`config.mk`:
```
export PLATFORM = sky130hd
export DESIGN_NAME = urtc_top
export DESIGN_NICKNAME = d
export VERILOG_FILES = /design/src/design/urtc_pkg.sv /design/src/design/urtc_top.sv
export SDC_FILE = /design/constraint.sdc
export NUM_CORES = 1
export LEC_CHECK = 0
export BUFFER_PORTS_ARGS = -buffer_cell sky130_fd_sc_hd__buf_2
export CORE_ASPECT_RATIO = 0.5
export CORE_MARGIN = 10
export CORE_UTILIZATION = 57
export DETAILED_ROUTE_END_ITERATION = 7
export PLACE_DENSITY = 0.89
export SLEW_MARGIN = 20
export SYNTH_ARGS = -nofsm -noshare
export SYNTH_HDL_FRONTEND = slang
export SYNTH_SLANG_ARGS = --single-unit
```
`constraint.sdc`:
```
create_clock -name clk_i -period 6.05 [get_ports clk_i]
set_clock_uncertainty 0.15 [all_clocks]
set_input_delay 0.605 -clock clk_i [delete_from_list [all_inputs] [get_ports clk_i]]
set_output_delay 0.605 -clock clk_i [all_outputs]
set_load 0.005 [all_outputs]
```
`src/design/urtc_pkg.sv`:
```
// shared constants and types for the unit read transfer checker
package urtc_pkg;

  // register byte offsets
  localparam logic [7:0] ADDR_CTRL      = 8'h00;
  localparam logic [7:0] ADDR_STATUS    = 8'h04;
  localparam logic [7:0] ADDR_IRQ_STAT  = 8'h08;
  localparam logic [7:0] ADDR_IRQ_MASK  = 8'h0C;
  localparam logic [7:0] ADDR_LAST_CNT  = 8'h10;

  // control register fields
  localparam int CTRL_EXT_FAMILY_BIT = 0;
  localparam logic [31:0] CTRL_RESET = 32'h0000_0000;

  // status register fields
  localparam int STAT_ERR_BIT  = 0;
  localparam int STAT_EQ_BIT   = 1;
  localparam int STAT_BUSY_BIT = 2;
  localparam int STAT_USED_BIT = 3;

  // interrupt event bits
  localparam int IRQ_W         = 3;
  localparam int IRQ_DONE_BIT  = 0;
  localparam int IRQ_ERR_BIT   = 1;
  localparam int IRQ_FAIL_BIT  = 2;
  localparam logic [IRQ_W-1:0] IRQ_RESET = 3'h0;

  // operand limits
  localparam logic [15:0] MAX_WORDS      = 16'h0080;
  localparam logic [15:0] MAX_IND_DM     = 16'h1A00;
  localparam logic [7:0]  MAX_UNIT_NO    = 8'h0F;
  localparam logic [3:0]  MAX_BANK       = 4'hC;
  localparam logic [15:0] MAX_EXT_OFFSET = 16'h7FFF;
  localparam logic [15:0] CTRL_VAR_XFER  = 16'hFD00;

  // one instruction request from the execution logic
  typedef struct packed {
    logic [15:0] ctrl_code;
    logic        is_write;
    logic [7:0]  unit_no;
    logic [15:0] word_count;
    logic [15:0] dest_addr;
    logic [3:0]  dest_bank;
    logic        banked;
    logic        indirect;
    logic        remote_rack;
  } urtc_req_t;

  // one destination store toward controller memory
  typedef struct packed {
    logic [3:0]  bank;
    logic [15:0] addr;
    logic [15:0] data;
  } urtc_store_t;

endpackage : urtc_pkg

```
`src/design/urtc_top.sv`:
```
// unit read transfer checker: operand checks, flags, word copy, wishbone registers
//
// The register addresses and the Wishbone slave port were left to the implementer.
`timescale 1ns/1ps
module urtc_top #(
  parameter int WB_AW = 8
) (
  input  wire logic                  clk_i,
  input  wire logic                  rst_i,
  // wishbone classic slave
  input  wire logic                  wb_cyc_i,
  input  wire logic                  wb_stb_i,
  input  wire logic                  wb_we_i,
  input  wire logic [WB_AW-1:0]      wb_adr_i,
  input  wire logic [3:0]            wb_sel_i,
  input  wire logic [31:0]           wb_dat_i,
  output logic      [31:0]           wb_dat_o,
  output logic                       wb_ack_o,
  output logic                       irq_o,
  // instruction execution side
  input  wire logic                  scan_start_i,
  input  wire logic                  req_valid_i,
  input  wire urtc_pkg::urtc_req_t   req_i,
  output logic                       req_ready_o,
  output logic                       done_o,
  output logic                       exec_error_flag_o,
  output logic                       completion_equal_flag_o,
  output logic                       scan_used_o,
  // add-on unit side
  output logic                       unit_req_o,
  output logic                       unit_busy_o,
  input  wire logic                  unit_vld_i,
  input  wire logic [15:0]           unit_data_i,
  input  wire logic                  unit_fail_i,
  // destination memory stores
  output logic                       mem_we_o,
  output urtc_pkg::urtc_store_t      mem_store_o
);

  ////////////////////////////////////////////////////////////////////////////
  function automatic logic is_bcd16(input logic [15:0] v);
    is_bcd16 = (v[3:0] < 4'hA) && (v[7:4] < 4'hA) && (v[11:8] < 4'hA) && (v[15:12] < 4'hA);
  endfunction : is_bcd16

  function automatic logic [15:0] bcd16_to_bin(input logic [15:0] v);
    logic [15:0] r;
    r = 16'(v[15:12]) * 16'h03E8 + 16'(v[11:8]) * 16'h0064
      + 16'(v[7:4]) * 16'h000A + 16'(v[3:0]);
    bcd16_to_bin = r;
  endfunction : bcd16_to_bin

  ////////////////////////////////////////////////////////////////////////////
  typedef enum logic [1:0] {ST_IDLE, ST_CHECK, ST_XFER, ST_DONE} urtc_state_t;

  urtc_state_t          state_reg;
  urtc_pkg::urtc_req_t  req_reg;
  logic [31:0]          ctrl_reg;
  logic [urtc_pkg::IRQ_W-1:0] irq_stat_reg;
  logic [urtc_pkg::IRQ_W-1:0] irq_mask_reg;
  logic [15:0]          idx_reg;
  logic [15:0]          cnt_bin_reg;
  logic [15:0]          base_reg;
  logic [15:0]          last_cnt_reg;
  logic                 used_reg;
  logic                 err_reg;
  logic                 eq_reg;

  logic                 ext_family;
  logic                 is_var_xfer;
  logic                 take;
  logic                 bad_count;
  logic                 bad_dest;
  logic                 bad_unit;
  logic                 bad_any;
  logic                 last_word;
  logic [15:0]          cnt_bin;
  logic [15:0]          dest_bin;
  logic [urtc_pkg::IRQ_W-1:0] irq_ev;

  assign ext_family  = ctrl_reg[urtc_pkg::CTRL_EXT_FAMILY_BIT];
  assign is_var_xfer = req_i.ctrl_code == urtc_pkg::CTRL_VAR_XFER;
  // a second variable transfer in the same scan stays pending
  assign take = req_valid_i && req_ready_o && !(is_var_xfer && used_reg);

  ////////////////////////////////////////////////////////////////////////////
  // operand checks on the latched request
  assign cnt_bin = bcd16_to_bin(req_reg.word_count);
  assign bad_count = !is_bcd16(req_reg.word_count) || (cnt_bin == 16'h0000)
                   || (cnt_bin > urtc_pkg::MAX_WORDS);

  always_comb begin
    bad_dest = 1'b0;
    dest_bin = req_reg.dest_addr;
    if (ext_family) begin
      if (req_reg.banked && (req_reg.dest_bank > urtc_pkg::MAX_BANK)) begin
        bad_dest = 1'b1;
      end
      if (req_reg.indirect) begin
        dest_bin = bcd16_to_bin(req_reg.dest_addr);
        bad_dest = bad_dest || !is_bcd16(req_reg.dest_addr);
      end
      if (dest_bin > urtc_pkg::MAX_EXT_OFFSET) begin
        bad_dest = 1'b1;
      end
    end else if (req_reg.indirect) begin
      dest_bin = bcd16_to_bin(req_reg.dest_addr);
      bad_dest = !is_bcd16(req_reg.dest_addr)
              || (dest_bin > urtc_pkg::MAX_IND_DM);
    end
  end

  assign bad_unit = (req_reg.unit_no > urtc_pkg::MAX_UNIT_NO) || req_reg.remote_rack;
  assign bad_any  = bad_count || bad_dest || bad_unit;
  assign last_word = unit_vld_i && ((idx_reg + 16'h0001) == cnt_bin_reg);

  ////////////////////////////////////////////////////////////////////////////
  // instruction sequencing
  always_ff @(posedge clk_i) begin
    if (rst_i) begin
      state_reg   <= ST_IDLE;
      req_reg     <= '0;
      req_ready_o <= 1'b0;
      done_o      <= 1'b0;
      cnt_bin_reg <= 16'h0000;
      base_reg    <= 16'h0000;
    end else begin
      done_o <= 1'b0;
      unique case (state_reg)
        ST_IDLE: begin
          req_ready_o <= 1'b1;
          if (take) begin
            req_reg     <= req_i;
            req_ready_o <= 1'b0;
            state_reg   <= ST_CHECK;
          end
        end
        ST_CHECK: begin
          cnt_bin_reg <= cnt_bin;
          base_reg    <= dest_bin;
          // a rejected instruction never reaches the unit
          state_reg   <= bad_any ? ST_DONE : ST_XFER;
        end
        ST_XFER: begin
          if (unit_fail_i || last_word) begin
            state_reg <= ST_DONE;
          end
        end
        ST_DONE: begin
          done_o      <= 1'b1;
          req_ready_o <= 1'b1;
          state_reg   <= ST_IDLE;
        end
      endcase
    end
  end

  // one variable transfer per scan; a new scan frees the slot
  always_ff @(posedge clk_i) begin
    if (rst_i) begin
      used_reg <= 1'b0;
    end else if (take && is_var_xfer) begin
      used_reg <= 1'b1;
    end else if (scan_start_i) begin
      used_reg <= 1'b0;
    end
  end

  ////////////////////////////////////////////////////////////////////////////
  // flags
  always_ff @(posedge clk_i) begin
    if (rst_i) begin
      err_reg <= 1'b0;
    end else if (state_reg == ST_CHECK) begin
      err_reg <= bad_any;
    end
  end

  always_ff @(posedge clk_i) begin
    if (rst_i) begin
      eq_reg <= 1'b0;
    end else if (take) begin
      eq_reg <= 1'b0;
    end else if ((state_reg == ST_XFER) && last_word && !unit_fail_i) begin
      eq_reg <= 1'b1;
    end
  end

  ////////////////////////////////////////////////////////////////////////////
  // unit exchange and destination stores
  always_ff @(posedge clk_i) begin
    if (rst_i) begin
      unit_req_o   <= 1'b0;
      unit_busy_o  <= 1'b0;
      idx_reg      <= 16'h0000;
      last_cnt_reg <= 16'h0000;
      mem_we_o     <= 1'b0;
      mem_store_o  <= '0;
    end else begin
      mem_we_o <= 1'b0;
      if ((state_reg == ST_CHECK) && !bad_any) begin
        unit_req_o  <= 1'b1;
        unit_busy_o <= 1'b1;
        idx_reg     <= 16'h0000;
      end else if (state_reg == ST_XFER) begin
        if (unit_vld_i && !unit_fail_i) begin
          idx_reg  <= idx_reg + 16'h0001;
          // write instructions move data the other way; only reads store here
          mem_we_o <= !req_reg.is_write;
          mem_store_o.bank <= req_reg.banked ? req_reg.dest_bank : 4'h0;
          mem_store_o.addr <= base_reg + idx_reg;
          mem_store_o.data <= unit_data_i;
        end
        if (unit_fail_i || last_word) begin
          unit_req_o   <= 1'b0;
          unit_busy_o  <= 1'b0;
          last_cnt_reg <= unit_fail_i ? idx_reg : idx_reg + 16'h0001;
        end
      end
    end
  end

  ////////////////////////////////////////////////////////////////////////////
  // interrupts: hardware set beats a write-one clear in the same cycle
  always_comb begin
    irq_ev = '0;
    irq_ev[urtc_pkg::IRQ_DONE_BIT] = (state_reg == ST_XFER) && last_word && !unit_fail_i;
    irq_ev[urtc_pkg::IRQ_ERR_BIT]  = (state_reg == ST_CHECK) && bad_any;
    irq_ev[urtc_pkg::IRQ_FAIL_BIT] = (state_reg == ST_XFER) && unit_fail_i;
  end

  logic wb_req;
  logic wb_wr;
  assign wb_req = wb_cyc_i && wb_stb_i && !wb_ack_o;
  assign wb_wr  = wb_req && wb_we_i && wb_sel_i[0];

  always_ff @(posedge clk_i) begin
    if (rst_i) begin
      irq_stat_reg <= urtc_pkg::IRQ_RESET;
    end else if (wb_wr && (wb_adr_i == WB_AW'(urtc_pkg::ADDR_IRQ_STAT))) begin
      irq_stat_reg <= (irq_stat_reg & ~wb_dat_i[urtc_pkg::IRQ_W-1:0]) | irq_ev;
    end else begin
      irq_stat_reg <= irq_stat_reg | irq_ev;
    end
  end

  always_ff @(posedge clk_i) begin
    if (rst_i) begin
      irq_o <= 1'b0;
    end else begin
      irq_o <= |(irq_stat_reg & irq_mask_reg);
    end
  end

  ////////////////////////////////////////////////////////////////////////////
  // wishbone register file, one-cycle ack, unmapped reads as zero
  always_ff @(posedge clk_i) begin
    if (rst_i) begin
      ctrl_reg     <= urtc_pkg::CTRL_RESET;
      irq_mask_reg <= urtc_pkg::IRQ_RESET;
    end else if (wb_wr) begin
      if (wb_adr_i == WB_AW'(urtc_pkg::ADDR_CTRL)) begin
        ctrl_reg[7:0] <= wb_dat_i[7:0] & 8'h01;
      end
      if (wb_adr_i == WB_AW'(urtc_pkg::ADDR_IRQ_MASK)) begin
        irq_mask_reg <= wb_dat_i[urtc_pkg::IRQ_W-1:0];
      end
    end
  end

  always_ff @(posedge clk_i) begin
    if (rst_i) begin
      wb_ack_o <= 1'b0;
      wb_dat_o <= 32'h0000_0000;
    end else begin
      wb_ack_o <= wb_req;
      wb_dat_o <= 32'h0000_0000;
      if (wb_req && !wb_we_i) begin
        unique case (wb_adr_i)
          WB_AW'(urtc_pkg::ADDR_CTRL):     wb_dat_o <= ctrl_reg;
          WB_AW'(urtc_pkg::ADDR_STATUS):   wb_dat_o <= {28'h0000000, used_reg, unit_busy_o,
                                                        eq_reg, err_reg};
          WB_AW'(urtc_pkg::ADDR_IRQ_STAT): wb_dat_o <= 32'(irq_stat_reg);
          WB_AW'(urtc_pkg::ADDR_IRQ_MASK): wb_dat_o <= 32'(irq_mask_reg);
          WB_AW'(urtc_pkg::ADDR_LAST_CNT): wb_dat_o <= 32'(last_cnt_reg);
          default:                         wb_dat_o <= 32'h0000_0000;
        endcase
      end
    end
  end

  assign exec_error_flag_o       = err_reg;
  assign completion_equal_flag_o = eq_reg;
  assign scan_used_o             = used_reg;
endmodule : urtc_top

```
==> metrics.txt <==
status=finished clean; Setup crit start kind=flop; Final Hold Vio Count=0; gr ovfl total=0; Synth Cell Area=0.0116 sq mm; core area=0.0197 sq mm; vias=approximately 10000; placed instance area=0.0124 sq mm; hold_sp=req_i[19]; n_diodes=0; worst hold path type=primary input to flop; Ys Warns=0; Initial Util=58.8%; max FFs per register=44; sequential share of the synthesized area=between 30% and 40%; largest net degree at the start of global routing=between 70 and 80; EDFF count, synth=0; Seq cells post-synth=between 150 and 200; clk_lat worst skew=0.44 ns; kind of critical path=flop to flop; DR iter-0 viols=about 970; reg2reg path depth=21; Net Sw Frac=38.7%; worst slew pin tran=1.06 ns; vias in the first global route=10100; crit end category=flop; Tcrit/Tclk final=94.8%; number of antenna violations at the first check in global routing=0; Pwr per Cell Area=339 mW/mm^2; num rows=36; pins over their slew limit=0; die height=121 um; Yosys top cell area share=30.6%; Peak VDD IR=0.203 mV; Mapped Cells=~1400; CTS max path bufs=2; setup slack, reg-to-reg=0.32 ns; routed len/inst=17.7 um; Total GRT Usage=22.6%; chip width=between 200 and 250 um; Setup violations, final=0; post-layout min period=5.73 ns; ANT nets after route=0; design area=0.0130 sq mm; Layout area overhead=12.4%; NetSw=1.71 mW; share of cells above drive strength 1=between 10% and 20%; RSZ-0062 raised after global routing=no; CTS tree=done; drc violations=0; post-synth cell types=72; max_cap viols=0; IO buf count=158; internal power=2.70 mW; Comb pwr share=slightly below 40%; hold endpoint=req_reg[19]; setup TNS=0 ns; first-pass GRT wire length=a little over 50000 um; via/cell ratio=5.72; hold path depth=3; main area contributors after synthesis=dfxtp_1 (31%), ha_1 (13%), fa_1 (6.1%); Final GP Congestion=0.920; fraction of registers with async set/reset=0%; total CTS buffers=17; Ports=211; # clock sinks=~180; worst rel slew slack=28.6%; Pre-antenna DRT Iters=7; Achievable Freq=between 150 and 200 MHz; Top FF cell, synth=dfxtp_1; r2r endpoint=idx_reg[13]; Seq pwr share=34.0%; Pleak=5.83 nW; root buffer cell=clkbuf_16; Reg clk slew, reported paths=0.07 ns; Worst R2R Start=req_reg[36]; Clock power frac=between 20% and 30%; H-tree depth=4; crit path DAT=5.87 ns; HPWL Detailed=23500 um; Util after Layout=roughly two thirds; Yosys top cell by area=dfxtp_1; Layout Nets=1761; Max Fanout on Critical Path=19; final WL=30900 um; syn avg cell area=8.56 sq um; Worst EP required=6.19 ns; die area=0.0268 sq mm
[repair_timing]
item / in CTS / in global routing
endpoints found under the setup margin: 0 / 20
setup buffers: 0 / 0
hold buffers: 0 / 0
gates resized for setup: 0 / 4
[cell families (layout without fill, tap and decap cells)]
| group | count (synthesis) | count (layout) | synth area share (%) |
|---|---|---|---|
| simple gates | 456 | 456 | 18.1 |
| compound gates | 267 | 267 | 15.1 |
| flops | 177 | 177 | 30.6 |
| buf+inv | 165 | 279 | 6.55 |
| fa+ha+maj | 159 | 159 | 19.5 |
| xor+xnor | 96 | 96 | 7.26 |
| mux | 32 | 32 | 2.82 |
| other cells | 1 | 16 | 0.0324 |
[metrics by stage]
stage               setup slack (ns)  hold slack [ns]  cells  total power, mW
floorplan                      0.847            0.251   1368             2.75
global placement               0.645            0.287   1716             3.10
detailed placement             0.471            0.294   1716             3.19
CTS                            0.314            0.241   1748             4.39
global route                  0.0140            0.247   1748             4.70
finish                         0.318            0.251   1748             4.41
[power groups by stage]
stage          Sequential, mW  Clock [mW]  Combinational (mW)
6_report                 1.50        1.16                1.75
5_1_grt                  1.52        1.23                1.96
4_1_cts                  1.50        1.17                1.72
3_5_place_dp             1.52           0                1.67
3_3_place_gp             1.51           0                1.59
2_1_floorplan            1.45           0                1.30
[worst max-delay path by stage]
stage                      from      endpoint  cells after the start
global route        req_reg[36]  state_reg[0]                     21
CTS                 req_reg[36]  state_reg[0]                     21
floorplan           req_reg[37]   idx_reg[10]                     18
finish              req_reg[36]   idx_reg[13]                     21
detailed placement  req_reg[36]   idx_reg[13]                     21
global placement    req_reg[36]   idx_reg[11]                     18
[synthesized netlist by cell type (4+ instances only)]
cell      number
nand2_1      185
dfxtp_1      177
ha_1         124
a21oi_1      119
nor2_1       107
inv_1         80
xnor2_1       73
nor3_1        47
clkbuf_1      42
fa_1          35
o21ai_0       34
buf_4         28
mux2i_1       27
a211oi_1      24
xor2_1        23
and2_1        20
nand3_1       20
a211oi_2      15
a21o_1        13
nor2b_1       13
nor4_1        11
buf_1         10
nand2b_1       8
o21a_1         8
and3_1         7
nand4_1        7
a22oi_1        5
a31oi_1        5
and4_1         5
mux2_2         5
nor2_2         5
o21bai_1       5
nand3b_1       4
[placed cells by master, fill, tap and decap left out, types with 11 or more instances in the layout]
master       n
nor2b_1     13
dfxtp_1    177
nor4_1      11
nand2_1    184
xnor2_1     73
mux2i_1     27
xor2_1      23
ha_1       124
and2_1      20
a211oi_1    23
inv_1       80
nand3_1     20
buf_2      157
clkbuf_16   17
nor3_1      46
a21o_1      13
conb_1      16
o21ai_0     33
a21oi_1    119
fa_1        35
a211oi_2    16
nor2_1     107
[critical path: stages, from the launching register on]
cell and delay (ns):
dfxtp_1 0.40, fa_1 0.64, inv_1 0.11, fa_1 0.52, inv_1 0.04, ha_1 0.34
o21ai_0 0.23, nor2_1 0.08, nor2_1 0.15, ha_1 0.26, ha_1 0.30, ha_1 0.34
o21a_1 0.15, nor2_1 0.12, a21oi_1 0.07, xnor2_1 0.23, or4b_1 0.48, nor4_1 0.22
o21ai_1 0.19, nor3_4 0.18, buf_4 0.28, nor3_1 0.09
[per-layer routing]
layer  wire length (um)  up-vias  global-route usage (%)
li1                   -     4822                       -
met1              13600     4734                    28.5
met2              14500      394                    38.5
met3               2240       48                    4.59
met4                588        0                    7.14
met5                  0        -                       0
[final cells by class]
cell class                 instances  area [sq um]
fill                            1552          6680
multi-input combinational       1026          7350
clock buffer                      23           498
inverter                          80           300
tap                              266           333
clock inverter                     9           120
timing repair buffer             167           861
sequential                       177          3540
Note: power is estimated with default switching activity, not from simulation.
